### src/logic/rx_filter_consts.vh
// Constants for the receiver control and frame filter block.
`ifndef RX_FILTER_CONSTS_VH
`define RX_FILTER_CONSTS_VH
`define ADDR_ENABLE_VECTOR 6'h00
`define ADDR_ENABLE_UPDATE 6'h04
`define ADDR_FILTER_A 6'h08
`define ADDR_FILTER_B 6'h0c
`define ADDR_CONFIG 6'h10
`define ADDR_PAN_ID 6'h14
`define ADDR_SHORT_ADDR 6'h18
`define ADDR_EXT_LO 6'h1c
`define ADDR_EXT_HI 6'h20
`define ADDR_STATUS 6'h24
`define ADDR_EXC_CLEAR 6'h28
`define ADDR_STROBE 6'h2c
`define OP_WRITE 2'h0
`define OP_AND 2'h1
`define OP_OR 2'h2
`define OP_SETCLR 2'h3
`define BIT_RXON 15
`define BIT_TXMASK 14
`define BIT_MASKBIT 13
`define STB_RXON 0
`define STB_RFOFF 1
`define STB_TXON 2
`define STB_MASKSET 3
`define STB_MASKCLR 4
`define FILTER_A_RESET 32'h0000_000d
`define FILTER_B_RESET 32'h0000_0078
`define CONFIG_RESET 32'h0000_0002
`define TURNAROUND_NS 192000
`define CLK_PERIOD_NS 4
`define TURNAROUND_CYCLES ((`TURNAROUND_NS + `CLK_PERIOD_NS - 1) / `CLK_PERIOD_NS)
`define MIN_LEN_FIXED 7'h05
`define MIN_LEN_TYPED 7'h09
`define BROADCAST 16'hffff
`endif

### src/logic/rx_control_frame_filter.v
// Receiver on/off control, turnaround timing and received-frame filtering with an AXI4-Lite register slave.
// Operation
// - Receiver-on strobe sets vector bit 15 and restarts calibration, aborting activity.
// - With transmit mask option, transmit-on sets bit 14; receiver starts after transmit.
// - Nonzero vector write turns receiver on without aborting current activity.
// - Radio-off strobe clears whole vector and forces idle at once.
// - Zero vector write lets current activity finish, then goes idle.
// - Mask strobes set or clear bit 13; vector takes write, set/clear, AND, OR.
// - Receiver becomes ready 192 us after being enabled.
// - After a frame, SFD search waits 192 us only when back-to-back delay disable (config bit 1) is set.
// - SFD starts reception; length byte gives byte count; length byte and header stored.
// - Filter disabled accepts all; enabled (reset default) needs every check.
// - Reject length below minimum derived from address modes and PAN compression.
// - Frame control bits 9:7 masked with reserved mask must be zero.
// - Reject reserved address mode 1 and version above configured maximum.
// - Destination PAN and short address match local or broadcast; extended matches local.
// - Beacon needs accept bit, length 9+, no destination, source present, PAN match.
// - Data and command need accept bit, length 9+, an address; coordinator rule otherwise.
// - Acknowledgment needs its accept bit and length exactly 5.
// - Reserved types need their accept bit (reset 0) and length 9+.
// - Filtering ignores length bit 7 and may modify frame type MSB.
// - After rejection, SFD search resumes only when whole frame is received.
// - Accepted exception only when filtering enabled; not after overflow or abort.
// - SFD status rises after delimiter, falls at last byte or rejection.
//
// Our own choices: the AXI4-Lite interface to the registers and the address map.
`include "rx_filter_consts.vh"
module rx_control_frame_filter
(
	input wire clk_i,
	input wire reset_i,
	input wire [31:0] s_axi_awaddr,
	input wire s_axi_awvalid,
	output wire s_axi_awready,
	input wire [31:0] s_axi_wdata,
	input wire [3:0] s_axi_wstrb,
	input wire s_axi_wvalid,
	output wire s_axi_wready,
	output reg [1:0] s_axi_bresp,
	output reg s_axi_bvalid,
	input wire s_axi_bready,
	input wire [31:0] s_axi_araddr,
	input wire s_axi_arvalid,
	output wire s_axi_arready,
	output reg [31:0] s_axi_rdata,
	output reg [1:0] s_axi_rresp,
	output reg s_axi_rvalid,
	input wire s_axi_rready,
	input wire sfd_detect_i,
	input wire rx_byte_valid_i,
	input wire [7:0] rx_byte_i,
	input wire rx_overflow_i,
	input wire tx_done_i,
	output reg rx_fifo_valid_o,
	output reg [7:0] rx_fifo_data_o,
	output reg tx_start_o,
	output reg tx_abort_o,
	output reg sfd_status_o,
	output reg frame_accepted_o,
	output reg rx_ready_o
);
	localparam ST_IDLE = 3'd0;
	localparam ST_CAL = 3'd1;
	localparam ST_SEARCH = 3'd2;
	localparam ST_FRAME = 3'd3;
	localparam ST_TX = 3'd4;
	localparam ST_GAP = 3'd5;
	localparam [31:0] TURN_FULL = `TURNAROUND_CYCLES;
	localparam [15:0] TURN = TURN_FULL[15:0];

	reg [15:0] en_vec_q;
	reg [31:0] filt_a_q;
	reg [31:0] filt_b_q;
	reg [31:0] cfg_q;
	reg [15:0] pan_q;
	reg [15:0] short_q;
	reg [63:0] ext_q;
	reg [2:0] exc_q;
	reg [2:0] state_q;
	reg [15:0] timer_q;
	reg [6:0] len_q;
	reg [6:0] cnt_q;
	reg [7:0] hdr_q [0:22];
	reg decided_q;
	reg rejected_q;
	reg aw_done_q;
	reg w_done_q;
	reg [5:0] aw_q;
	reg [31:0] wd_q;
	integer i;

	// Configuration fields.
	wire filt_en = filt_a_q[0];
	wire coord = filt_a_q[1];
	wire [1:0] max_ver = filt_a_q[3:2];
	wire [2:0] rsv_mask = filt_a_q[6:4];
	wire [1:0] ft_mod = filt_b_q[2:1];
	wire acc_beacon = filt_b_q[3];
	wire acc_data = filt_b_q[4];
	wire acc_ack = filt_b_q[5];
	wire acc_cmd = filt_b_q[6];
	wire acc_rsv = filt_b_q[7];
	wire tx_mask_on_tx = cfg_q[0];
	wire b2b_delay_off = cfg_q[1];

	// AXI write channel, address and data taken in either order.
	wire do_write = aw_done_q && w_done_q && !s_axi_bvalid;
	assign s_axi_awready = !aw_done_q && !s_axi_bvalid;
	assign s_axi_wready = !w_done_q && !s_axi_bvalid;
	assign s_axi_arready = !s_axi_rvalid;

	wire strobe_wr = do_write && aw_q == `ADDR_STROBE;
	wire stb_rxon = strobe_wr && wd_q[`STB_RXON];
	wire stb_rfoff = strobe_wr && wd_q[`STB_RFOFF];
	wire stb_txon = strobe_wr && wd_q[`STB_TXON];
	wire stb_mset = strobe_wr && wd_q[`STB_MASKSET];
	wire stb_mclr = strobe_wr && wd_q[`STB_MASKCLR];
	wire vec_wr = do_write && aw_q == `ADDR_ENABLE_VECTOR;
	wire upd_wr = do_write && aw_q == `ADDR_ENABLE_UPDATE;

	// Next enable vector from every update path.
	reg [15:0] vec_d;
	always @*
	begin
		vec_d = en_vec_q;
		if (vec_wr)
			vec_d = wd_q[15:0];
		if (upd_wr)
		begin
			case (wd_q[17:16])
				`OP_WRITE: vec_d = wd_q[15:0];
				`OP_AND: vec_d = en_vec_q & wd_q[15:0];
				`OP_OR: vec_d = en_vec_q | wd_q[15:0];
				`OP_SETCLR: vec_d = wd_q[18] ? (en_vec_q | wd_q[15:0]) : (en_vec_q & ~wd_q[15:0]);
				default: vec_d = en_vec_q;
			endcase
		end
		if (stb_mset)
			vec_d[`BIT_MASKBIT] = 1'b1;
		if (stb_mclr)
			vec_d[`BIT_MASKBIT] = 1'b0;
		if (stb_txon && tx_mask_on_tx)
			vec_d[`BIT_TXMASK] = 1'b1;
		if (stb_rxon)
			vec_d[`BIT_RXON] = 1'b1;
		if (stb_rfoff)
			vec_d = 16'h0000;
	end

	// Header fields with the length and frame type adjusted for filtering only.
	wire [6:0] flen = len_q;
	wire [15:0] fcf = {hdr_q[1], hdr_q[0]};
	reg ft_msb;
	always @*
	begin
		case (ft_mod)
			2'd1: ft_msb = ~fcf[2];
			2'd2: ft_msb = 1'b0;
			2'd3: ft_msb = 1'b1;
			default: ft_msb = fcf[2];
		endcase
	end
	wire [2:0] ftype = {ft_msb, fcf[1:0]};
	wire pan_comp = fcf[6];
	wire [1:0] dmode = fcf[11:10];
	wire [1:0] ver = fcf[13:12];
	wire [1:0] smode = fcf[15:14];
	wire dst_pan = dmode != 2'd0;
	wire [4:0] dlen = dmode == 2'd3 ? 5'd10 : (dmode == 2'd2 ? 5'd4 : 5'd0);
	wire [4:0] slen = smode == 2'd3 ? 5'd8 : (smode == 2'd2 ? 5'd2 : 5'd0);
	wire [4:0] span_len = (smode != 2'd0 && !(pan_comp && dst_pan)) ? 5'd2 : 5'd0;
	wire [4:0] spos = 5'd3 + dlen;
	wire [6:0] min_len = 7'd5 + {2'b00, dlen} + {2'b00, span_len} + {2'b00, slen};
	wire [4:0] need = 5'd3 + dlen + span_len;
	wire [15:0] rx_dpan = {hdr_q[4], hdr_q[3]};
	wire [15:0] rx_dshort = {hdr_q[6], hdr_q[5]};
	wire [63:0] rx_dext = {hdr_q[12], hdr_q[11], hdr_q[10], hdr_q[9], hdr_q[8], hdr_q[7], hdr_q[6], hdr_q[5]};
	wire [15:0] rx_span = pan_comp ? rx_dpan : {hdr_q[spos + 5'd1], hdr_q[spos]};

	wire hdr_ok = flen >= min_len
		&& (fcf[9:7] & rsv_mask) == 3'b000
		&& ver <= max_ver && dmode != 2'd1 && smode != 2'd1;
	wire dst_ok = (!dst_pan || rx_dpan == pan_q || rx_dpan == `BROADCAST)
		&& (dmode != 2'd2 || rx_dshort == short_q || rx_dshort == `BROADCAST)
		&& (dmode != 2'd3 || rx_dext == ext_q);
	reg type_ok;
	always @*
	begin
		case (ftype)
			3'd0: type_ok = acc_beacon && flen >= `MIN_LEN_TYPED && dmode == 2'd0
				&& smode[1] && (rx_span == pan_q || pan_q == `BROADCAST);
			3'd1, 3'd3: type_ok = (ftype == 3'd1 ? acc_data : acc_cmd) && flen >= `MIN_LEN_TYPED
				&& (dmode != 2'd0 || smode != 2'd0)
				&& (dmode != 2'd0 || (coord && rx_span == pan_q));
			3'd2: type_ok = acc_ack && flen == `MIN_LEN_FIXED;
			default: type_ok = acc_rsv && flen >= `MIN_LEN_TYPED;
		endcase
	end
	wire accept = hdr_ok && dst_ok && type_ok;
	// Verdict is known once the addressing part is in, or at the frame end for short frames.
	wire ready_to_decide = cnt_q >= {2'b00, need} || cnt_q == flen;
	wire rx_active = state_q == ST_FRAME || state_q == ST_TX;

	always @(posedge clk_i)
	begin
		if (reset_i)
		begin
			en_vec_q <= 16'h0000;
			filt_a_q <= `FILTER_A_RESET;
			filt_b_q <= `FILTER_B_RESET;
			cfg_q <= `CONFIG_RESET;
			pan_q <= 16'hffff;
			short_q <= 16'hffff;
			ext_q <= 64'h0;
			exc_q <= 3'h0;
			state_q <= ST_IDLE;
			timer_q <= 16'h0;
			len_q <= 7'h0;
			cnt_q <= 7'h0;
			decided_q <= 1'b0;
			rejected_q <= 1'b0;
			aw_done_q <= 1'b0;
			w_done_q <= 1'b0;
			aw_q <= 6'h0;
			wd_q <= 32'h0;
			s_axi_bvalid <= 1'b0;
			s_axi_bresp <= 2'b00;
			s_axi_rvalid <= 1'b0;
			s_axi_rresp <= 2'b00;
			s_axi_rdata <= 32'h0;
			rx_fifo_valid_o <= 1'b0;
			rx_fifo_data_o <= 8'h0;
			tx_start_o <= 1'b0;
			tx_abort_o <= 1'b0;
			sfd_status_o <= 1'b0;
			frame_accepted_o <= 1'b0;
			rx_ready_o <= 1'b0;
			for (i = 0; i < 23; i = i + 1)
				hdr_q[i] <= 8'h0;
		end
		else
		begin
			if (s_axi_awvalid && s_axi_awready)
			begin
				aw_done_q <= 1'b1;
				aw_q <= s_axi_awaddr[5:0];
			end
			if (s_axi_wvalid && s_axi_wready)
			begin
				w_done_q <= 1'b1;
				wd_q <= s_axi_wdata;
			end
			if (do_write)
			begin
				aw_done_q <= 1'b0;
				w_done_q <= 1'b0;
				s_axi_bvalid <= 1'b1;
				s_axi_bresp <= aw_q > `ADDR_STROBE || aw_q[1:0] != 2'b00 || aw_q == `ADDR_STATUS ? 2'b10 : 2'b00;
				case (aw_q)
					`ADDR_FILTER_A: filt_a_q <= wd_q & 32'h7f;
					`ADDR_FILTER_B: filt_b_q <= wd_q & 32'hff;
					`ADDR_CONFIG: cfg_q <= wd_q & 32'h3;
					`ADDR_PAN_ID: pan_q <= wd_q[15:0];
					`ADDR_SHORT_ADDR: short_q <= wd_q[15:0];
					`ADDR_EXT_LO: ext_q[31:0] <= wd_q;
					`ADDR_EXT_HI: ext_q[63:32] <= wd_q;
					default: ;
				endcase
			end
			else if (s_axi_bvalid && s_axi_bready)
				s_axi_bvalid <= 1'b0;
			if (s_axi_arvalid && s_axi_arready)
			begin
				s_axi_rvalid <= 1'b1;
				s_axi_rresp <= 2'b00;
				case (s_axi_araddr[5:0])
					`ADDR_ENABLE_VECTOR: s_axi_rdata <= {16'h0, en_vec_q};
					`ADDR_FILTER_A: s_axi_rdata <= filt_a_q;
					`ADDR_FILTER_B: s_axi_rdata <= filt_b_q;
					`ADDR_CONFIG: s_axi_rdata <= cfg_q;
					`ADDR_PAN_ID: s_axi_rdata <= {16'h0, pan_q};
					`ADDR_SHORT_ADDR: s_axi_rdata <= {16'h0, short_q};
					`ADDR_EXT_LO: s_axi_rdata <= ext_q[31:0];
					`ADDR_EXT_HI: s_axi_rdata <= ext_q[63:32];
					`ADDR_STATUS: s_axi_rdata <= {24'h0, rx_ready_o, state_q, sfd_status_o, exc_q};
					default:
					begin
						s_axi_rdata <= 32'h0;
						s_axi_rresp <= 2'b10;
					end
				endcase
			end
			else if (s_axi_rvalid && s_axi_rready)
				s_axi_rvalid <= 1'b0;

			en_vec_q <= vec_d;
			tx_start_o <= stb_txon;
			tx_abort_o <= (stb_rxon || stb_rfoff) && state_q == ST_TX;
			rx_fifo_valid_o <= 1'b0;
			frame_accepted_o <= 1'b0;
			if (timer_q != 16'h0)
				timer_q <= timer_q - 16'h1;
			// The exception sets below come later, so a coincident event wins over the clear.
			if (do_write && aw_q == `ADDR_EXC_CLEAR)
				exc_q <= exc_q & ~wd_q[2:0];

			case (state_q)
				ST_IDLE:
				begin
					if (vec_d != 16'h0000)
					begin
						state_q <= ST_CAL;
						timer_q <= TURN - 16'h1;
					end
				end
				ST_CAL, ST_GAP:
				begin
					if (vec_d == 16'h0000)
					begin
						state_q <= ST_IDLE;
						rx_ready_o <= 1'b0;
					end
					else if (timer_q == 16'h0)
					begin
						state_q <= ST_SEARCH;
						rx_ready_o <= 1'b1;
					end
				end
				ST_SEARCH:
				begin
					if (vec_d == 16'h0000)
					begin
						state_q <= ST_IDLE;
						rx_ready_o <= 1'b0;
					end
					else if (sfd_detect_i)
					begin
						state_q <= ST_FRAME;
						sfd_status_o <= 1'b1;
						exc_q[0] <= 1'b1;
						len_q <= 7'h0;
						cnt_q <= 7'h0;
						decided_q <= 1'b0;
						rejected_q <= 1'b0;
					end
				end
				ST_FRAME:
				begin
					if (rx_byte_valid_i)
					begin
						// Every byte after the delimiter, length byte included, goes to the FIFO.
						rx_fifo_valid_o <= 1'b1;
						rx_fifo_data_o <= rx_byte_i;
						if (len_q == 7'h0 && cnt_q == 7'h0 && !decided_q && !rejected_q && sfd_status_o)
						begin
							len_q <= rx_byte_i[6:0];
							decided_q <= rx_byte_i[6:0] == 7'h0;
						end
						else
						begin
							if (cnt_q < 7'd23)
								hdr_q[cnt_q[4:0]] <= rx_byte_i;
							cnt_q <= cnt_q + 7'h1;
						end
					end
					if (rx_overflow_i && !decided_q)
					begin
						decided_q <= 1'b1;
						exc_q[2] <= 1'b1;
					end
					else if (!decided_q && len_q != 7'h0 && ready_to_decide)
					begin
						decided_q <= 1'b1;
						if (filt_en && accept)
						begin
							frame_accepted_o <= 1'b1;
							exc_q[1] <= 1'b1;
						end
						else if (filt_en)
						begin
							rejected_q <= 1'b1;
							sfd_status_o <= 1'b0;
						end
					end
					if (len_q != 7'h0 && cnt_q == len_q)
					begin
						sfd_status_o <= 1'b0;
						if (vec_d == 16'h0000)
						begin
							state_q <= ST_IDLE;
							rx_ready_o <= 1'b0;
						end
						else
						begin
							state_q <= b2b_delay_off ? ST_GAP : ST_SEARCH;
							timer_q <= TURN - 16'h1;
						end
					end
				end
				ST_TX:
				begin
					if (tx_done_i)
					begin
						state_q <= vec_d != 16'h0000 ? ST_CAL : ST_IDLE;
						timer_q <= TURN - 16'h1;
					end
				end
				default: state_q <= ST_IDLE;
			endcase
			if (stb_txon && !rx_active)
			begin
				state_q <= ST_TX;
				rx_ready_o <= 1'b0;
			end
			if (stb_rxon)
			begin
				state_q <= ST_CAL;
				timer_q <= TURN - 16'h1;
				rx_ready_o <= 1'b0;
				sfd_status_o <= 1'b0;
			end
			if (stb_rfoff)
			begin
				state_q <= ST_IDLE;
				rx_ready_o <= 1'b0;
				sfd_status_o <= 1'b0;
			end
		end
	end
endmodule

### config.mk
export PLATFORM = sky130hd
export DESIGN_NAME = rx_control_frame_filter
export DESIGN_NICKNAME = d
export VERILOG_FILES = /design/src/logic/rx_control_frame_filter.v
export VERILOG_INCLUDE_DIRS = /design/src /design/src/logic
export SDC_FILE = /design/constraint.sdc
export NUM_CORES = 1
export LEC_CHECK = 0
export ABC_AREA = 1
export BUFFER_PORTS_ARGS = -buffer_cell sky130_fd_sc_hd__buf_2
export CORE_AREA = 2 2 217 219
export DETAILED_ROUTE_END_ITERATION = 16
export DIE_AREA = 0 0 219 221
export HOLD_SLACK_MARGIN = 0.05
export PLACE_DENSITY_LB_ADDON = 0.12
export SLEW_MARGIN = 20
export SYNTH_ARGS = -nofsm -noshare
export SYNTH_HDL_FRONTEND = slang
export SYNTH_SLANG_ARGS = --single-unit
### constraint.sdc
create_clock -name clk_i -period 5.5 [get_ports clk_i]
set_input_delay 1.65 -clock clk_i [delete_from_list [all_inputs] [get_ports clk_i]]
set_output_delay 1.65 -clock clk_i [all_outputs]
set_load 0.05 [all_outputs]
Yosys cells after proc, flatten, opt, wreduce, memory -nomap -nowiden
Memory sizes are Yosys's and may differ from the RTL's.
Cells that the tools add are included.
- register bits: 259
- input bits: 119
- memories: 1
- logic and storage cells: 361
- output and inout port bits: 55
- RAM bits: 184
- equality and inequality tests: 80
- reduce and logical (&&, ||, !) cells: 122
- bitwise operators: 10
- add/sub/neg operators: 8
- order comparisons: 6
- multiplexer cells: 100
- memory list (memory ; depth ; bits a word ; rd ports ; clocked after Yosys merged registers in ; write ports ; line ; source):
    hdr_q ; 23 ; 8 ; 14 ; 0 ; 23 ; rx_control_frame_filter.v:83 ; reg [7:0] hdr_q [0:22];
- operators with widths (kind ; number):
    case mux 32 bit (9 select lines) ; 1
    two-way mux 16 bit ; 11
    == test 64 bit ; 1
    case mux 16 bit (4 select lines) ; 1
    logical AND 1 bit ; 50
    two-way mux 1 bit ; 50
    == test 16 bit ; 3
    == test 16 bit, second input constant ; 3
    == test 6 x 5 -> 1 bit, second input constant ; 8
    case mux 16 bit (3 select lines) ; 1
    two-way mux 7 bit ; 6
    == test 6 bit, second input constant ; 6
    two-way mux 3 bit ; 12
    bitwise AND 16 bit ; 2
    logical NOT 16 bit ; 2
    nonzero test 16 bit ; 2
    AND reduction 5 bit ; 6
    case mux 7 bit (2 select lines) ; 2
    == test 6 x 4 -> 1 bit, second input constant ; 4
    inequality test 2 bit, second input constant ; 11
    logical NOT 7 bit ; 3
    == test 2 bit, second input constant ; 8
    inverter 16 bit ; 1
    OR 16 bit ; 1
    other kinds (56) ; 131

Logic depth before layout (Yosys ltp)
Gate-level depths: netlist of run 1.
An unclocked memory read counts as a cell.
- depth in word-level cells: 21
- depth in mapped cells: 22
- depth with buffers taken out: 21

Worst setup path after synthesis of run 1
Ideal clock, no wire load.
- kind: register -> register
- start: memory hdr_q[1][3]
- end: register sfd_status_o
- required time: 5.385 ns
- cell stages (with the launch flop): 22
- arrival time: 3.350 ns
- setup time: 0.115 ns
- period minus slack after synthesis: 3.465 ns
- setup slack: 2.035 ns
- buffers on the path: 1
- path through: edfxtp_1 clkbuf_1 nor2_1 inv_1 a21oi_1 inv_1 fa_1 inv_1 ha_1 inv_1 fa_1 ha_1 inv_1 a21oi_1 o21ai_0 nand2_1 a211oi_1 nor2_1 nand2_1 nand3_1 a21oi_1 nor2_1
- RTL lines (item ; line ; source):
    from (decl) ; rx_control_frame_filter.v:83 ;
    to (signal assigned) ; rx_control_frame_filter.v:235 ; sfd_status_o <= 1'b0;
    to (signal assigned) ; rx_control_frame_filter.v:339 ; sfd_status_o <= 1'b1;
    to (signal assigned) ; rx_control_frame_filter.v:382 ; sfd_status_o <= 1'b0;
    to (decl) ; rx_control_frame_filter.v:58 ; output reg sfd_status_o,

==> flow_summary.yaml, run 1 <==
cts:
  clkLatencyLatePin_ps: 580
  cts_tree: "built"
  cts.repair.resized: 0
  clk_pin_slew_ps: 60
  cts_setup_buffers: 0
  cts_num_sinks: 366
  cts_root_buffer: "clkbuf_16"
  htreeDepth: 2
  cts_inserted_buffers: 43
  postCtsHoldBufs: 0
  clockBufferDepth: 3
logic_synthesis:
  synth_edf_count: 109
  synth_cell_types: 51
  netlist_instances: 2403
  ys.flop_type: "dfxtp_1"
  ys_seq_area_frac: 0.460
  yosys-top-cells-area: "dfxtp_1 (28%), edfxtp_1 (18%), nand2_1 (9.9%)"
  synth_top_area_share: 0.281
  ys_warn_count: 0
  synth_top_area_cell: "dfxtp_1"
  synth_area_per_cell_um2: 7.62
  ys_ff_latch: 366
  syn-cell-area_mm2: 0.0183
  async_flop_share: 0
setup_path:
  critical_path_required_ps: 5970
  arrival_ps: 4650
  end_kind: "flip-flop"
  r2r-start: "hdr_q[1][3]"
  r2r_cells: 20
  path_class: "reg2reg"
  r2r_slack_ps: 1320
  rr_endpoint: "sfd_status_o"
  cp-start-kind: "flip-flop"
  crit_path_max_fanout: 15
sta:
  fmax_ghz: 0.239
  min_period_over_period: 0.760
  finClkSkew_ps: 16.5
  setup-violations-final: 0
  slew_headroom: 0.268
  worst_pin_slew_ps: 1100
  hold_violations: 0
  rsz0062_at_grt: "false"
  setup_tns_ps: 0
  period_minus_slack_ps: 4180
  drv_slew: 0
global_routing:
  grt_max_degree: 91
  grt_pass1_vias: 15300
  antenna_found_initial: 0
  grt_pass1_wl_um: 92900
  grt.overflow.total: 0
  track_usage: 0.252
power:
  power_density_mw_per_mm2: 352
  p_total_w: 0.00735
  ir_drop_mv: 0.255
  leakage_nw: 9.02
drt:
  vias_per_cell: 5.34
  drc: 0
  drt_iter0_drc: 1613
  drtPass1Iterations: 6
  wire_per_inst_um: 19.8
  drt_wl_total_um: 61800
  antenna_left: 0
  vias: 16600
final_layout:
  drive_above_1_share: 0.106
  area_delta_synth_final_pct: 13.9
  diodes: 0
  nNetsFinal: 2622
floorplan:
  die_area_mm2: 0.0484
  start_util: 0.397
  io_pins: 174
  die_height_um: 221
  die_width_um: 219
  core.rowCount: 79
  core_mm2: 0.0461
placed_design:
  io_buffers: 115
  routabilityCongestion: 0.919
  dpl.hpwl_um: 44800
job:
  cap_violations: 0
worst_hold_path:
  hold_path.class: "reg2reg"
  min_from: "s_axi_rdata[15]"
  holdPathStages: 2
  min_to: "s_axi_rdata[15]"
run_status:
  status: "completed"
## how the worst max path moves through the flow
| stage | startpoint | to | cells past startpoint |
|---|---|---|---|
| 2_1_floorplan | hdr_q[1][3] | sfd_status_o | 21 |
| 3_3_place_gp | rx_byte_valid_i | hdr_q[11][5] | 9 |
| 3_5_place_dp | rx_byte_valid_i | hdr_q[11][5] | 9 |
| 4_1_cts | hdr_q[1][3] | sfd_status_o | 20 |
| 5_1_grt | hdr_q[1][3] | sfd_status_o | 20 |
| 6_report | hdr_q[1][3] | sfd_status_o | 20 |
## metrics by stage
step	instances	util	setup WS, ps	hold WS (ps)	cell area [um^2]
after floorplan	2404	-	2040	428	18300
after global placement	3041	0.421	1100	449	19400
after detailed placement	3041	0.421	1090	453	19400
after CTS	3117	0.452	1360	462	20800
after global routing	3117	0.453	1020	475	20900
final	3117	0.453	1320	462	20900
## cell usage after synthesis (all sizes together), types with 22 or more instances
cell type    n
edfxtp     109
dfxtp      257
nor3        41
xnor2       68
nand2      502
o211ai      43
a21oi      176
nand4       44
inv        256
nor2       347
clkbuf      89
o21ai      169
xor2        26
nand3      119
ha          22
## power by group
group	total, W	switching [W]	internal, W
sequential	0.00307	0.000152	0.00292
clock	0.00302	0.00119	0.00183
combinational	0.00126	0.000866	0.000390
total	0.00735	0.00221	0.00514
## placed cells by master, fill, tap and decap left out, drive strengths merged, types with 2 or more instances in the layout
master and count:
a211oi 5, a21oi 176, a221oi 8, a22oi 15, a31oi 6, buf 137, bufinv 7, clkbuf 55
clkinv 14, conb 2, dfxtp 257, edfxtp 109, fa 2, ha 22, inv 261, nand2 502
nand3 119, nand3b 3, nand4 44, nor2 347, nor3 41, nor4 14, o2111ai 19, o211ai 43
o21ai 169, o22ai 18, or2 12, xnor2 68, xor2 26
## critical path: stages (launching register included)
cell and delay, ps:
edfxtp_1 620, nor2_1 280, inv_1 110, a21oi_1 230
inv_1 90, fa_1 380, inv_1 60, ha_1 160
inv_1 60, fa_1 550, ha_1 220, inv_1 50
a21oi_1 30, o21ai_0 220, nand2_1 80, a211oi_1 350
nor2_1 90, nand2_1 110, nand3_1 140, a21oi_1 150
nor2_1 50
## state kept, by name, summed over array words and instances, names as in the netlist, 8 cells and up
signal	cells
hdr_q	109
ext_q	64
s_axi_rdata	32
wd_q	32
en_vec_q	16
pan_q	16
short_q	16
timer_q	16
filt_b_q	8
rx_fifo_data_o	8
## cell type report
| class | count | area [um^2] |
|---|---|---|
| well taps | 607 | 759 |
| repair buffers | 137 | 753 |
| multi-input cells | 1669 | 8470 |
| inverters | 262 | 987 |
| clock inverters | 21 | 299 |
| clock buffers | 55 | 1160 |
| fillers | 4703 | 25200 |
| flip-flops and latches | 366 | 8420 |
## routing by layer
layer | wire length, um | GRT usage | up-vias
li1 | - | - | 8104
met1 | 28900 | 0.371 | 7875
met2 | 27000 | 0.381 | 581
met3 | 4420 | 0.0399 | 86
met4 | 1480 | 0.0700 | 0
met5 | 0 | 0 | -
## logic make-up after synthesis
family          Yosys count  share of synthesized area
simple gates           1083                      0.254
flops                   366                      0.460
compound gates          465                      0.145
xor+xnor                 94                     0.0450
fa+ha+maj                24                     0.0172
buf+inv                 369                     0.0784
other cells               1                   0.000205
mux                       1                   0.000547
Power figures use the tool's default switching activity.
==> inputs of run 2 (changes only) <==
==> constraint.sdc (replaced) <==
create_clock -name clk_i -period 4 [get_ports clk_i]
set_input_delay 1.2 -clock clk_i [delete_from_list [all_inputs] [get_ports clk_i]]
set_output_delay 1.2 -clock clk_i [all_outputs]
set_load 0.05 [all_outputs]
==> flow_summary.yaml, run 2 (synthesis results as in run 1) <==
cts:
  cts_setup_buffers: 0
  clk_pin_slew_ps: 60
  clockBufferDepth: 3
  clkLatencyLatePin_ps: 570
  cts_num_sinks: 366
  cts_tree: "built"
  htreeDepth: 2
  cts_root_buffer: "clkbuf_16"
  cts_inserted_buffers: 43
final_layout:
  diodes: 0
  fill_cells: 4687
  layout_commonest_cell: "nand2_1"
  multi_input_area_mm2: 0.00848
  drive_above_1_share: 0.114
  largest_reg_flops: 109
  area_delta_synth_final_pct: 14.7
  regMostFlops: "hdr_q"
  seqCellArea_mm2: 0.00842
  reg_top3: "hdr_q (109), ext_q (64)"
  nNetsFinal: 2635
  final_cell_mix: "nand2_1 (480), nor2_1 (327), dfxtp_1 (257), inv_1 (253), a21oi_1 (175)"
floorplan:
  die_area_mm2: 0.0484
  core.rowCount: 79
  die_height_um: 221
  die_width_um: 219
  io_pins: 174
  core_mm2: 0.0461
  start_util: 0.397
global_routing:
  grt_pass1_vias: 15500
  grt_max_degree: 123
  antenna_found_initial: 0
  grt_pass1_wl_um: 94200
  track_usage: 0.256
  grt.overflow.total: 0
setup_path:
  r2r_cells: 20
  path_class: "reg2reg"
  critical_path_required_ps: 4460
  end_kind: "flip-flop"
  crit_path_max_fanout: 3
  cp-start-kind: "flip-flop"
  r2r_slack_ps: 330
  r2r-start: "hdr_q[1][2]"
  rr_endpoint: "sfd_status_o"
  arrival_ps: 4130
sta:
  rsz0062_at_grt: "false"
  worst_slack_ps: 332
  setup_tns_ps: 0
  worst_pin_slew_ps: 982
  setup-violations-final: 0
  hold_violations: 0
  period_minus_slack_ps: 3670
  fmax_ghz: 0.273
  drv_slew: 0
  finClkSkew_ps: 16.9
  slew_headroom: 0.339
  min_period_over_period: 0.917
  holdWs_ps: 459
placed_design:
  io_buffers: 115
  dpl.hpwl_um: 45500
  dp_slack_ps: 228
  routabilityCongestion: 0.904
run_status:
  status: "completed"
power:
  ir_drop_mv: 0.270
  p_total_w: 0.0101
  switchingPower_w: 0.00304
  seq_power_share: 0.417
  power_density_mw_per_mm2: 482
  clkPwrFrac: 0.411
  leakage_nw: 9.10
  p_sw_frac: 0.300
  internal_power_w: 0.00709
  combPwrFrac: 0.172
drt:
  drc: 0
  wire_per_inst_um: 20.0
  drt_wl_total_um: 62400
  drt_iter0_drc: 1721
  drtPass1Iterations: 9
  vias_per_cell: 5.32
  antenna_left: 0
  vias: 16600
worst_hold_path:
  min_to: "s_axi_rdata[3]"
  holdPathStages: 2
  hold_path.class: "reg2reg"
  min_from: "s_axi_rdata[3]"
job:
  cap_violations: 0
==> run 2: power by group through the flow <==
stage | clock (W) | combinational [W] | sequential, W
global route | 0.00436 | 0.00195 | 0.00424
floorplan | 0 | 0.00122 | 0.00427
CTS | 0.00422 | 0.00173 | 0.00422
finish | 0.00416 | 0.00174 | 0.00422
global placement | 0 | 0.00170 | 0.00429
detailed placement | 0 | 0.00172 | 0.00429
==> run 2: per-stage QoR <==
stage,util,cell area (um^2),instances
final,0.456,21000,3130
after global routing,0.456,21000,3130
after CTS,0.455,21000,3130
after detailed placement,0.423,19500,3054
after global placement,0.423,19500,3054
after floorplan,-,18300,2404
==> run 2: final cells by class <==
cell class	count	area share
inverters	262	0.0470
well taps	607	0.0362
repair buffers	150	0.0411
clock buffers	58	0.0582
flip-flops and latches	366	0.401
clock inverters	18	0.0123
multi-input cells	1669	0.404
==> run 2: how the worst max path moves through the flow <==
stage,start,endpoint,slack (ps),depth (start not counted)
after floorplan,hdr_q[1][3],sfd_status_o,540,21
after global placement,hdr_q[1][2],sfd_status_o,290,20
after detailed placement,hdr_q[1][3],sfd_status_o,230,20
after CTS,hdr_q[1][3],sfd_status_o,230,20
after global routing,hdr_q[1][2],sfd_status_o,8,21
final,hdr_q[1][2],sfd_status_o,330,20
==> run 2: metal layers <==
| layer | track usage | share of wire |
|---|---|---|
| met3 | 0.0466 | 0.078 |
| met1 | 0.376 | 0.46 |
| met5 | 0 | 0 |
| met4 | 0.0798 | 0.030 |
| met2 | 0.380 | 0.43 |
==> run 2: what timing repair did <==
item | 4_1_cts | 5_1_grt
hold buffers | 0 | 0
resized for setup | 0 | 3
endpoints found under the hold margin | 0 | 0
setup endpoints to repair | 0 | 2
==> run 2: worst max-delay path, cell delays in order, from the launching register on <==
cell      delay, ps
edfxtp_1        400
nor2_2          170
inv_1            80
a21oi_2         160
inv_1            70
fa_1            400
inv_1            80
ha_1            160
inv_1            60
fa_1            550
ha_1            230
inv_1            50
a21oi_1          30
o21ai_0         160
nand2_1          90
a211oi_2        320
nor2_1           90
nand2_1         120
nand3_1         140
a21oi_1         150
nor2_1           50
